--- src/hdl/frt_consts.svh ---
// constants of the free running timer: offsets, fields, reset values
`ifndef FRT_CONSTS_SVH
`define FRT_CONSTS_SVH
// ==========================================================
// register byte offsets, one aligned 32-bit word each
`define FRT_OFF_CNT_HI 8'h00
`define FRT_OFF_CNT_LO 8'h04
`define FRT_OFF_SHD_HI 8'h08
`define FRT_OFF_SHD_LO 8'h0c
`define FRT_OFF_STATUS 8'h10
`define FRT_OFF_CTL1 8'h14
`define FRT_OFF_CTL2 8'h18
`define FRT_OFF_EVT_STS 8'h1c
`define FRT_OFF_EVT_MASK 8'h20
// ==========================================================
// field positions
`define FRT_BIT_OVF_FLAG 5
`define FRT_BIT_OVF_IE 5
`define FRT_BIT_GMASK 7
`define FRT_BIT_EVT_OVF 0
// ==========================================================
// reset and reload value, and the last count before rollover
`define FRT_CNT_RESET 16'hfffc
`define FRT_CNT_MAX 16'hffff
// ==========================================================
// prescale select codes
`define FRT_PSEL_DIV4 2'h0
`define FRT_PSEL_DIV2 2'h1
`define FRT_PSEL_DIV8 2'h2
`define FRT_PSEL_EXT 2'h3
// ==========================================================
// bus response codes
`define FRT_RESP_OKAY 2'h0
`define FRT_RESP_SLVERR 2'h2
`endif

--- src/hdl/frt_pkg.sv ---
// types shared by the free running timer files
`default_nettype none
`include "frt_consts.svh"
package frt_pkg;
	// prescale selection
	typedef enum logic [1:0] {
		frt_div4 = `FRT_PSEL_DIV4,
		frt_div2 = `FRT_PSEL_DIV2,
		frt_div8 = `FRT_PSEL_DIV8,
		frt_ext = `FRT_PSEL_EXT
	} frt_psel_e;
	// one count value
	typedef logic [15:0] frt_cnt_t;
	// one register byte
	typedef logic [7:0] frt_byte_t;
endpackage
`default_nettype wire

--- src/hdl/frt_axil_slave.sv ---
// axi4-lite slave that turns bus beats into register strobes
`timescale 1ns/10ps
`default_nettype none
`include "frt_consts.svh"
module frt_axil_slave import frt_pkg::*; #(
	parameter int ADDR_W = 8
) (
	input wire logic core_clk_i,
	input wire logic rst_b_i,
	input wire logic [ADDR_W-1:0] awaddr_i,
	input wire logic awvalid_i,
	output logic awready_o,
	input wire logic [31:0] wdata_i,
	input wire logic [3:0] wstrb_i,
	input wire logic wvalid_i,
	output logic wready_o,
	output logic [1:0] bresp_o,
	output logic bvalid_o,
	input wire logic bready_i,
	input wire logic [ADDR_W-1:0] araddr_i,
	input wire logic arvalid_i,
	output logic arready_o,
	output logic [31:0] rdata_o,
	output logic [1:0] rresp_o,
	output logic rvalid_o,
	input wire logic rready_i,
	output logic wr_en_o,
	output logic [ADDR_W-1:0] wr_addr_o,
	output logic [31:0] wr_data_o,
	output logic [3:0] wr_strb_o,
	input wire logic wr_err_i,
	output logic rd_en_o,
	output logic [ADDR_W-1:0] rd_addr_o,
	input wire logic [31:0] rd_data_i,
	input wire logic rd_err_i
);
	// ==========================================================
	// elaboration check
	if (ADDR_W < 6) begin : g_bad_addr
		$error("frt_axil_slave: ADDR_W too small for the map");
	end

	logic aw_full_q; // write address held
	logic w_full_q; // write data held
	logic [ADDR_W-1:0] aw_q;
	logic [31:0] wd_q;
	logic [3:0] ws_q;
	logic bvalid_q;
	logic [1:0] bresp_q;
	logic arready_q;
	logic rvalid_q;
	logic [31:0] rdata_q;
	logic [1:0] rresp_q;

	// write fires once address and data are both held and no write response is pending
	assign wr_en_o = aw_full_q & w_full_q & ~bvalid_q;
	assign wr_addr_o = aw_q;
	assign wr_data_o = wd_q;
	assign wr_strb_o = ws_q;
	// read fires on the address handshake
	assign rd_en_o = arvalid_i & arready_q;
	assign rd_addr_o = araddr_i;

	// ==========================================================
	// write channels, address and data taken in either order
	always_ff @(posedge core_clk_i or negedge rst_b_i) begin
		if (!rst_b_i) begin
			aw_full_q <= 1'b0;
			w_full_q <= 1'b0;
			aw_q <= '0;
			wd_q <= '0;
			ws_q <= '0;
			bvalid_q <= 1'b0;
			bresp_q <= `FRT_RESP_OKAY;
		end else begin
			if (awvalid_i && !aw_full_q) begin
				aw_full_q <= 1'b1;
				aw_q <= awaddr_i;
			end
			if (wvalid_i && !w_full_q) begin
				w_full_q <= 1'b1;
				wd_q <= wdata_i;
				ws_q <= wstrb_i;
			end
			if (wr_en_o) begin
				// response follows both halves
				aw_full_q <= 1'b0;
				w_full_q <= 1'b0;
				bvalid_q <= 1'b1;
				bresp_q <= wr_err_i ? `FRT_RESP_SLVERR : `FRT_RESP_OKAY;
			end else if (bvalid_q && bready_i) begin
				bvalid_q <= 1'b0;
			end
		end
	end

	// ==========================================================
	// read channel, data captured on the address handshake
	always_ff @(posedge core_clk_i or negedge rst_b_i) begin
		if (!rst_b_i) begin
			arready_q <= 1'b1;
			rvalid_q <= 1'b0;
			rdata_q <= '0;
			rresp_q <= `FRT_RESP_OKAY;
		end else if (rd_en_o) begin
			arready_q <= 1'b0;
			rvalid_q <= 1'b1;
			rdata_q <= rd_data_i;
			rresp_q <= rd_err_i ? `FRT_RESP_SLVERR : `FRT_RESP_OKAY;
		end else if (rvalid_q && rready_i) begin
			arready_q <= 1'b1;
			rvalid_q <= 1'b0;
		end
	end

	assign awready_o = ~aw_full_q;
	assign wready_o = ~w_full_q;
	assign bvalid_o = bvalid_q;
	assign bresp_o = bresp_q;
	assign arready_o = arready_q;
	assign rvalid_o = rvalid_q;
	assign rdata_o = rdata_q;
	assign rresp_o = rresp_q;
endmodule
`default_nettype wire

--- src/hdl/frt_tick_gen.sv ---
// timer tick generator: cpu clock prescaler and external clock edges
`timescale 1ns/10ps
`default_nettype none
`include "frt_consts.svh"
module frt_tick_gen import frt_pkg::*; #(
	parameter int DIV_W = 3
) (
	input wire logic core_clk_i,
	input wire logic rst_b_i,
	input wire logic [1:0] psel_i,
	input wire logic stop_i,
	input wire logic ext_clk_i,
	output logic tick_o
);
	// ==========================================================
	// elaboration check
	if (DIV_W < 3) begin : g_bad_div
		$error("frt_tick_gen: DIV_W must cover divide by 8");
	end

	logic [DIV_W-1:0] div_q; // free prescale counter
	logic ext_s1_q; // first synchroniser stage
	logic ext_s2_q; // second synchroniser stage
	logic ext_s3_q; // previous synchronised level
	logic tick_d; // selected tick
	logic tick_q;

	// ==========================================================
	// prescaler, frozen in deep stop so the phase resumes
	always_ff @(posedge core_clk_i or negedge rst_b_i) begin
		if (!rst_b_i) begin
			div_q <= '0;
		end else if (!stop_i) begin
			div_q <= div_q + 1'b1;
		end
	end

	// external pin synchroniser and edge memory
	always_ff @(posedge core_clk_i or negedge rst_b_i) begin
		if (!rst_b_i) begin
			ext_s1_q <= 1'b0;
			ext_s2_q <= 1'b0;
			ext_s3_q <= 1'b0;
		end else begin
			ext_s1_q <= ext_clk_i;
			ext_s2_q <= ext_s1_q;
			ext_s3_q <= ext_s2_q;
		end
	end

	// tick selection by prescale code
	always_comb begin
		unique case (frt_psel_e'(psel_i))
			frt_div2: tick_d = div_q[0];
			frt_div4: tick_d = &div_q[1:0];
			frt_div8: tick_d = &div_q[2:0];
			frt_ext: tick_d = ext_s2_q & ~ext_s3_q;
		endcase
	end

	// registered one-cycle tick
	always_ff @(posedge core_clk_i or negedge rst_b_i) begin
		if (!rst_b_i) begin
			tick_q <= 1'b0;
		end else begin
			tick_q <= tick_d & ~stop_i;
		end
	end
	assign tick_o = tick_q;

	// divide by two never ticks twice in a row
	a_div2_spacing: assert property (
		@(posedge core_clk_i) disable iff (!rst_b_i)
		(tick_q && psel_i == `FRT_PSEL_DIV2 && $stable(psel_i))
		|=> !tick_q
	) else $error("divide by two ticked on consecutive cycles");
endmodule
`default_nettype wire

--- src/hdl/frt_timer_top.sv ---
// free running 16-bit timer with byte-wide count registers
//
// Added by the designer: the address map and the AXI4-Lite interface to the registers.
`timescale 1ns/10ps
`default_nettype none
`include "frt_consts.svh"
module frt_timer_top import frt_pkg::*; #(
	parameter int ADDR_W = 8
) (
	input wire logic core_clk_i,
	input wire logic rst_b_i,
	input wire logic deep_stop_i,
	input wire logic ext_clk_i,
	input wire logic [ADDR_W-1:0] s_axi_awaddr_i,
	input wire logic s_axi_awvalid_i,
	output logic s_axi_awready_o,
	input wire logic [31:0] s_axi_wdata_i,
	input wire logic [3:0] s_axi_wstrb_i,
	input wire logic s_axi_wvalid_i,
	output logic s_axi_wready_o,
	output logic [1:0] s_axi_bresp_o,
	output logic s_axi_bvalid_o,
	input wire logic s_axi_bready_i,
	input wire logic [ADDR_W-1:0] s_axi_araddr_i,
	input wire logic s_axi_arvalid_i,
	output logic s_axi_arready_o,
	output logic [31:0] s_axi_rdata_o,
	output logic [1:0] s_axi_rresp_o,
	output logic s_axi_rvalid_o,
	input wire logic s_axi_rready_i,
	output logic irq_o
);
	// ==========================================================
	// elaboration check
	if (ADDR_W < 6) begin : g_bad_addr
		$error("frt_timer_top: ADDR_W too small for the map");
	end

	// bus strobes from the slave
	logic wr_en; // one-cycle write strobe
	logic [ADDR_W-1:0] wr_addr;
	logic [31:0] wr_data;
	logic [3:0] wr_strb;
	logic wr_err;
	logic rd_en; // one-cycle read strobe
	logic [ADDR_W-1:0] rd_addr;
	logic [31:0] rd_data;
	logic rd_err;

	// timer state
	frt_cnt_t cnt_q; // free running count
	logic tick; // selected timer tick
	logic adv; // count advances this cycle
	logic reload; // count goes back to the reset value
	logic ovf_set; // rollover this cycle
	logic ovf_clr; // second clear step this cycle
	logic ovf_flag_q; // overflow flag
	logic ovf_arm_q; // first clear step done
	frt_byte_t lo_hold_q; // captured low byte
	logic lo_held_q; // a high read is waiting for its low read
	logic ovf_irq_en_q; // overflow interrupt enable
	logic gmask_q; // interrupt mask of the overflow flag path; the event path ignores it
	logic [1:0] psel_q; // prescale select
	logic evt_sts_q; // sticky overflow event
	logic evt_mask_q; // event mask
	logic irq_q;

	// decoded accesses
	logic rd_hi_m, rd_lo_m, rd_hi_s, rd_lo_s, rd_sts, rd_evt;
	logic wr_lo_m, wr_lo_s, wr_ctl1, wr_ctl2, wr_mask;

	// ==========================================================
	// bus slave and tick source
	frt_axil_slave #(.ADDR_W(ADDR_W)) u_bus (
		.core_clk_i(core_clk_i),
		.rst_b_i(rst_b_i),
		.awaddr_i(s_axi_awaddr_i),
		.awvalid_i(s_axi_awvalid_i),
		.awready_o(s_axi_awready_o),
		.wdata_i(s_axi_wdata_i),
		.wstrb_i(s_axi_wstrb_i),
		.wvalid_i(s_axi_wvalid_i),
		.wready_o(s_axi_wready_o),
		.bresp_o(s_axi_bresp_o),
		.bvalid_o(s_axi_bvalid_o),
		.bready_i(s_axi_bready_i),
		.araddr_i(s_axi_araddr_i),
		.arvalid_i(s_axi_arvalid_i),
		.arready_o(s_axi_arready_o),
		.rdata_o(s_axi_rdata_o),
		.rresp_o(s_axi_rresp_o),
		.rvalid_o(s_axi_rvalid_o),
		.rready_i(s_axi_rready_i),
		.wr_en_o(wr_en),
		.wr_addr_o(wr_addr),
		.wr_data_o(wr_data),
		.wr_strb_o(wr_strb),
		.wr_err_i(wr_err),
		.rd_en_o(rd_en),
		.rd_addr_o(rd_addr),
		.rd_data_i(rd_data),
		.rd_err_i(rd_err)
	);

	frt_tick_gen #(.DIV_W(3)) u_tick (
		.core_clk_i(core_clk_i),
		.rst_b_i(rst_b_i),
		.psel_i(psel_q),
		.stop_i(deep_stop_i),
		.ext_clk_i(ext_clk_i),
		.tick_o(tick)
	);

	// ==========================================================
	// address decode
	function automatic logic hit(input logic [ADDR_W-1:0] a,
			input logic [7:0] off);
		hit = (a == ADDR_W'(off));
	endfunction

	assign rd_hi_m = rd_en & hit(rd_addr, `FRT_OFF_CNT_HI);
	assign rd_lo_m = rd_en & hit(rd_addr, `FRT_OFF_CNT_LO);
	assign rd_hi_s = rd_en & hit(rd_addr, `FRT_OFF_SHD_HI);
	assign rd_lo_s = rd_en & hit(rd_addr, `FRT_OFF_SHD_LO);
	assign rd_sts = rd_en & hit(rd_addr, `FRT_OFF_STATUS);
	assign rd_evt = rd_en & hit(rd_addr, `FRT_OFF_EVT_STS);
	assign wr_lo_m = wr_en & hit(wr_addr, `FRT_OFF_CNT_LO);
	assign wr_lo_s = wr_en & hit(wr_addr, `FRT_OFF_SHD_LO);
	assign wr_ctl1 = wr_en & wr_strb[0] & hit(wr_addr, `FRT_OFF_CTL1);
	assign wr_ctl2 = wr_en & wr_strb[0] & hit(wr_addr, `FRT_OFF_CTL2);
	assign wr_mask = wr_en & wr_strb[0] & hit(wr_addr, `FRT_OFF_EVT_MASK);

	// ==========================================================
	// counter; light sleep has no input here so it cannot disturb it
	assign adv = tick & ~deep_stop_i;
	assign reload = wr_lo_m | wr_lo_s;
	assign ovf_set = adv & ~reload & (cnt_q == `FRT_CNT_MAX);

	always_ff @(posedge core_clk_i or negedge rst_b_i) begin
		if (!rst_b_i) begin
			cnt_q <= `FRT_CNT_RESET;
		end else if (reload) begin
			cnt_q <= `FRT_CNT_RESET;
		end else if (adv) begin
			cnt_q <= cnt_q + 1'b1;
		end
	end

	// ==========================================================
	// overflow flag and its two-step clear
	assign ovf_clr = ovf_arm_q & (rd_lo_m | wr_lo_m);

	always_ff @(posedge core_clk_i or negedge rst_b_i) begin
		if (!rst_b_i) begin
			ovf_flag_q <= 1'b0;
		end else if (ovf_set) begin
			ovf_flag_q <= 1'b1;
		end else if (ovf_clr) begin
			ovf_flag_q <= 1'b0;
		end
	end

	// first step only counts when the flag was seen set
	always_ff @(posedge core_clk_i or negedge rst_b_i) begin
		if (!rst_b_i) begin
			ovf_arm_q <= 1'b0;
		end else if (rd_sts && ovf_flag_q) begin
			ovf_arm_q <= 1'b1;
		end else if (rd_lo_m || wr_lo_m) begin
			ovf_arm_q <= 1'b0;
		end
	end

	// ==========================================================
	// low byte capture for paired reads; shared by both views
	always_ff @(posedge core_clk_i or negedge rst_b_i) begin
		if (!rst_b_i) begin
			lo_hold_q <= '0;
			lo_held_q <= 1'b0;
		end else if ((rd_hi_m || rd_hi_s) && !lo_held_q) begin
			lo_hold_q <= cnt_q[7:0];
			lo_held_q <= 1'b1;
		end else if (rd_lo_m || rd_lo_s) begin
			lo_held_q <= 1'b0;
		end
	end

	// ==========================================================
	// control registers
	always_ff @(posedge core_clk_i or negedge rst_b_i) begin
		if (!rst_b_i) begin
			ovf_irq_en_q <= 1'b0;
		end else if (wr_ctl1) begin
			ovf_irq_en_q <= wr_data[`FRT_BIT_OVF_IE];
		end
	end

	always_ff @(posedge core_clk_i or negedge rst_b_i) begin
		if (!rst_b_i) begin
			psel_q <= `FRT_PSEL_DIV4;
			gmask_q <= 1'b0;
		end else if (wr_ctl2) begin
			psel_q <= wr_data[1:0];
			gmask_q <= wr_data[`FRT_BIT_GMASK];
		end
	end

	// ==========================================================
	// sticky event, read clears, a new event wins over the clear
	always_ff @(posedge core_clk_i or negedge rst_b_i) begin
		if (!rst_b_i) begin
			evt_sts_q <= 1'b0;
		end else begin
			evt_sts_q <= ovf_set | (evt_sts_q & ~rd_evt);
		end
	end

	always_ff @(posedge core_clk_i or negedge rst_b_i) begin
		if (!rst_b_i) begin
			evt_mask_q <= 1'b0;
		end else if (wr_mask) begin
			evt_mask_q <= wr_data[`FRT_BIT_EVT_OVF];
		end
	end

	// level interrupt; a masked flag stays pending until unmasked
	always_ff @(posedge core_clk_i or negedge rst_b_i) begin
		if (!rst_b_i) begin
			irq_q <= 1'b0;
		end else begin
			irq_q <= (ovf_flag_q & ovf_irq_en_q & ~gmask_q)
				| (evt_sts_q & evt_mask_q);
		end
	end
	assign irq_o = irq_q;

	// ==========================================================
	// read data and error answers
	always_comb begin
		rd_data = '0;
		rd_err = 1'b0;
		if (hit(rd_addr, `FRT_OFF_CNT_HI)
				|| hit(rd_addr, `FRT_OFF_SHD_HI)) begin
			rd_data[7:0] = cnt_q[15:8];
		end else if (hit(rd_addr, `FRT_OFF_CNT_LO)
				|| hit(rd_addr, `FRT_OFF_SHD_LO)) begin
			rd_data[7:0] = lo_held_q ? lo_hold_q : cnt_q[7:0];
		end else if (hit(rd_addr, `FRT_OFF_STATUS)) begin
			rd_data[`FRT_BIT_OVF_FLAG] = ovf_flag_q;
		end else if (hit(rd_addr, `FRT_OFF_CTL1)) begin
			rd_data[`FRT_BIT_OVF_IE] = ovf_irq_en_q;
		end else if (hit(rd_addr, `FRT_OFF_CTL2)) begin
			rd_data[1:0] = psel_q;
			rd_data[`FRT_BIT_GMASK] = gmask_q;
		end else if (hit(rd_addr, `FRT_OFF_EVT_STS)) begin
			rd_data[`FRT_BIT_EVT_OVF] = evt_sts_q;
		end else if (hit(rd_addr, `FRT_OFF_EVT_MASK)) begin
			rd_data[`FRT_BIT_EVT_OVF] = evt_mask_q;
		end else begin
			rd_err = 1'b1; // unmapped
		end
	end

	// writes outside the map answer with an error
	assign wr_err = ~(hit(wr_addr, `FRT_OFF_CNT_HI)
		| hit(wr_addr, `FRT_OFF_CNT_LO) | hit(wr_addr, `FRT_OFF_SHD_HI)
		| hit(wr_addr, `FRT_OFF_SHD_LO) | hit(wr_addr, `FRT_OFF_STATUS)
		| hit(wr_addr, `FRT_OFF_CTL1) | hit(wr_addr, `FRT_OFF_CTL2)
		| hit(wr_addr, `FRT_OFF_EVT_STS) | hit(wr_addr, `FRT_OFF_EVT_MASK));

	// ==========================================================
	// checks
	a_low_write_reload: assert property (
		@(posedge core_clk_i) disable iff (!rst_b_i)
		reload |=> cnt_q == `FRT_CNT_RESET
	) else $error("low byte write did not reload the count");

	a_count_step: assert property (
		@(posedge core_clk_i) disable iff (!rst_b_i)
		(adv && !reload) |=> cnt_q == $past(cnt_q) + 16'h0001
	) else $error("count did not advance by one on a tick");

	a_stop_freeze: assert property (
		@(posedge core_clk_i) disable iff (!rst_b_i)
		(deep_stop_i && !reload) |=> $stable(cnt_q)
	) else $error("count moved in deep stop");

	a_rollover_flag: assert property (
		@(posedge core_clk_i) disable iff (!rst_b_i)
		(adv && !reload && cnt_q == `FRT_CNT_MAX)
		|=> ovf_flag_q && cnt_q == 16'h0000
	) else $error("rollover did not set the overflow flag");

	a_flag_clear_cause: assert property (
		@(posedge core_clk_i) disable iff (!rst_b_i)
		$fell(ovf_flag_q) |-> $past(ovf_arm_q) && $past(rd_lo_m || wr_lo_m)
	) else $error("overflow flag cleared without the two steps");

	a_shadow_keeps_flag: assert property (
		@(posedge core_clk_i) disable iff (!rst_b_i)
		(ovf_flag_q && (rd_lo_s || rd_hi_s)) |=> ovf_flag_q
	) else $error("shadow access cleared the overflow flag");

	a_hold_frozen: assert property (
		@(posedge core_clk_i) disable iff (!rst_b_i)
		(lo_held_q && !rd_lo_m && !rd_lo_s)
		|=> lo_held_q && $stable(lo_hold_q)
	) else $error("captured low byte changed before the low read");

	a_live_low: assert property (
		@(posedge core_clk_i) disable iff (!rst_b_i)
		((rd_lo_m || rd_lo_s) && !lo_held_q) |-> rd_data[7:0] == cnt_q[7:0]
	) else $error("unpaired low read did not return the live byte");

	a_irq_raise: assert property (
		@(posedge core_clk_i) disable iff (!rst_b_i)
		(ovf_flag_q && ovf_irq_en_q && !gmask_q) |=> irq_q
	) else $error("enabled overflow did not raise the interrupt");
endmodule
`default_nettype wire

--- config.mk ---
export PLATFORM = sky130hd
export DESIGN_NAME = frt_timer_top
export DESIGN_NICKNAME = d
export VERILOG_FILES = /design/src/hdl/frt_pkg.sv /design/src/hdl/frt_axil_slave.sv /design/src/hdl/frt_tick_gen.sv /design/src/hdl/frt_timer_top.sv
export VERILOG_INCLUDE_DIRS = /design/src /design/src/hdl
export SDC_FILE = /design/constraint.sdc
export NUM_CORES = 1
export LEC_CHECK = 0
export ABC_AREA = 1
export BUFFER_PORTS_ARGS = -buffer_cell sky130_fd_sc_hd__buf_2
export CAP_MARGIN = 25
export CORE_UTILIZATION = 47
export DETAILED_ROUTE_END_ITERATION = 16
export PLACE_DENSITY = 0.79
export REMOVE_ABC_BUFFERS = 1
export SYNTH_ARGS = -nofsm -noshare
export SYNTH_HDL_FRONTEND = slang
export SYNTH_SLANG_ARGS = --single-unit
export TNS_END_PERCENT = 5
--- constraint.sdc ---
create_clock -name core_clk_i -period 1.45 [get_ports core_clk_i]
set_clock_uncertainty 0.15 [all_clocks]
set_input_delay 0.435 -clock core_clk_i [delete_from_list [all_inputs] [get_ports core_clk_i]]
set_output_delay 0.435 -clock core_clk_i [all_outputs]
set_load 0.1 [all_outputs]
==> impl_metrics.yaml <==
synth:
  yosysWarnings: 0
  synth_ff_type: "dfrtp_1"
  synth_top_cell_by_area: "dfrtp_1"
  synth_compound_area_share_pct: 8.48
  synth_top_family_by_area: "simple AND/OR/NAND/NOR gates"
  synth_area_sq_um: 3610
  avgSynthCellArea_sq_um: 8.03
  yosys.area_share.simple_pct: 27.8
  muxShareOfSynthArea_pct: 2.15
  synth_top_area_share_pct: 37.4
  synth_xor_area_share_pct: 0.485
  synth_cell_type_count: 34
  syn_inst: 450
  ys_seq_area_share_pct: 48.3
  ys_seq_elements: 69
  synthArstFlopShare_pct: 100
  yosysMostFrequentCell: "nand2_1"
  yosys-top-cells-area: "dfrtp_1 37%, nand2_1 13%, dfstp_2 11%"
  synth-edff-count: 0
  synth_common_cells: "123 x nand2_1, 54 x dfrtp_1, 50 x inv_1, 43 x nor2_1, 39 x nand3_1"
  synthAdderAreaFrac_pct: 1.04
drt:
  route.detailed.drc: 0
  drt-pass1-iter-count: 4
  viasPerCell: 4.91
  drt_iter0_drc: 162
  finalWirelength_mm: 8.17
  antenna_left: 0
  wl_per_cell_microns: 12.5
  via_count: 3213
worst_setup_path:
  arrival_ns: 1.15
  startpoint_type: "flip-flop"
  crit_type: "reg -> out"
  cp.required_ns: 0.87
  cp_max_fo: 2
  crit_path_end_kind: "primary output"
final_layout:
  drive_gt1_share_pct: 30.9
  area_growth_pct: 31.7
  nFillCells: 588
  fin_util_pct: 64.9
  ff_latch_area_sq_um: 1750
  finalNonFillerCells: 655
  nets: 615
  finish.instance_area_sq_um: 4760
  multiInputGateArea_sq_um: 1620
  diodes: 0
pwr:
  p_total_mw: 9.00
  power.density_nw_per_um2: 1890
  worst_ir_drop_vdd_mv: 1.76
  leakagePower_nw: 2.48
timing:
  rsz0062_at_grt: "yes"
  setup_viol: 39
  layout_setup_ws_ns: -0.289
  max_freq_mhz: 575
  hold_viol: 0
  timing.final.crit_share_pct: 120
  finalMaxSlewViolations: 0
  min_period_ns: 1.74
  setup-tns-final_ns: -2.38
die:
  rows: 31
  initial_core_util_pct: 49.3
  dieArea_sq_um: 8050
  pin_count: 103
  core_area_sq_um: 7330
  fp.dieW_microns: 89.7
  die_height_microns: 89.7
place:
  gp_congestion: 0.910
  hpwlAfterDp_mm: 5.96
  placed_area_sq_um: 4450
  dp_cells: 636
  port_buffers: 45
cts:
  cts_made_buffers: 9
  cts.path.max_buffers: 2
  htreeDepth: 3
  cts.sinks: 69
  clockRootBuffer: "clkbuf_8"
  cts_tree: "built"
  clk_pin_slew_ns: 0.07
  insertion_delay_ns: 0.35
grt:
  grt_pass1_wl_mm: 13.9
  antenna_found_initial: 0
  grt_pass1_vias: 3201
  grt-ovfl-total: 0
  grt_max_degree: 70
  grt.total_usage_pct: 23.1
hold_path:
  hp-class: "in -> reg"
run:
  cap_violations: 0
run_status:
  outcome: "finished with violations"
  violations: "negative setup slack"
-- power by group --
part | leakage, nW | switching, mW | internal, mW
sequential | 0.838 | 0.483 | 2.62
combinational | 1.54 | 2.68 | 1.59
clock | 0.102 | 0.739 | 0.883
total | 2.48 | 3.91 | 5.09
-- sequential cells by signal, indices dropped and copies added, names as in the netlist, 2 cells and up --
register,count
lo_hold_q,8
u_bus.rdata_o,8
u_tick.div_q,3
psel_q,2
u_bus.wr_data_o,4
u_bus.wr_addr_o,8
cnt_q,16
-- metal layers --
metal	wire [microns]	global-route usage (%)	part of all wire [%]
met5	0	0	0
met4	210	9.67	2.6
met3	395	5.48	4.8
met2	3970	40.1	49
met1	3590	27.5	44
-- timing repair --
action / in CTS / in global routing
setup buffers: 2 / 0
cloned: 0 / 0
endpoints found under the hold margin: 54 / 0
gates resized for setup: 14 / 17
pin swaps: 5 / 2
hold buffers: 1 / 0
endpoints found under the setup margin: 40 / 58
-- critical path, stage by stage, from the launching register on --
cell	delay, ns
dfstp_2	0.54
buf_6	0.10
buf_12	0.16
-- final timing paths --
kind | to | slack [ns] | cells past startpoint | start
worst min-delay path | u_tick.ext_s1_q | 0.04 | 1 | ext_clk_i
min in group asynchronous | u_bus.wr_addr_o[7] | 0.48 | 3 | rst_b_i
worst max register to register | ovf_flag_q | -0.10 | 7 | u_bus.arready_o
worst max-delay path | s_axi_arready_o | -0.29 | 2 | u_bus.arready_o
max in group asynchronous | cnt_q[12] | 0.33 | 3 | rst_b_i
worst min register to register | u_tick.ext_s2_q | 0.20 | 0 | u_tick.ext_s1_q
-- cell families (layout without fill, tap and decap cells) --
| group | after synthesis | count (layout) |
|---|---|---|
| simple gates | 231 | 231 |
| buf+inv | 84 | 165 |
| flops | 69 | 69 |
| compound gates | 53 | 53 |
| mux | 7 | 7 |
| fa+ha+maj | 3 | 3 |
| xor+xnor | 2 | 2 |
| other cells | 1 | 26 |
-- cell type report --
class,count,share of cell area (%)
Clock inverter,4,0.999
Clock buffer,12,3.26
Sequential cell,69,36.7
Timing Repair Buffer,96,18.3
Inverter,53,4.18
Multi-Input combinational cell,322,34.0
Tap cell,99,2.60
-- through the flow --
step	setup slack, ns	hold WS, ns
floorplan	-0.627	-0.0106
global placement	-0.142	0.184
detailed placement	-0.193	0.191
CTS	-0.296	0.0284
global route	-0.320	0.0176
finish	-0.289	0.0365
-- layout by cell type (no fill, tap or decap), drive strengths merged, types with 2 or more instances in the layout --
cell    netlist  routed
a21oi        11      11
nand3b        3       3
dfrtp        54      54
mux2          6       6
buf          29      95
nand2       127     127
nand4         7       7
conb          1      26
ha            3       3
o21ai        37      37
nand3        39      39
dfstp        15      15
clkinv        0       2
clkbuf        2      12
or2           2       2
inv          53      53
nor2         47      47
nor3          5       5
No activity file was read; power rests on OpenSTA's default activity.
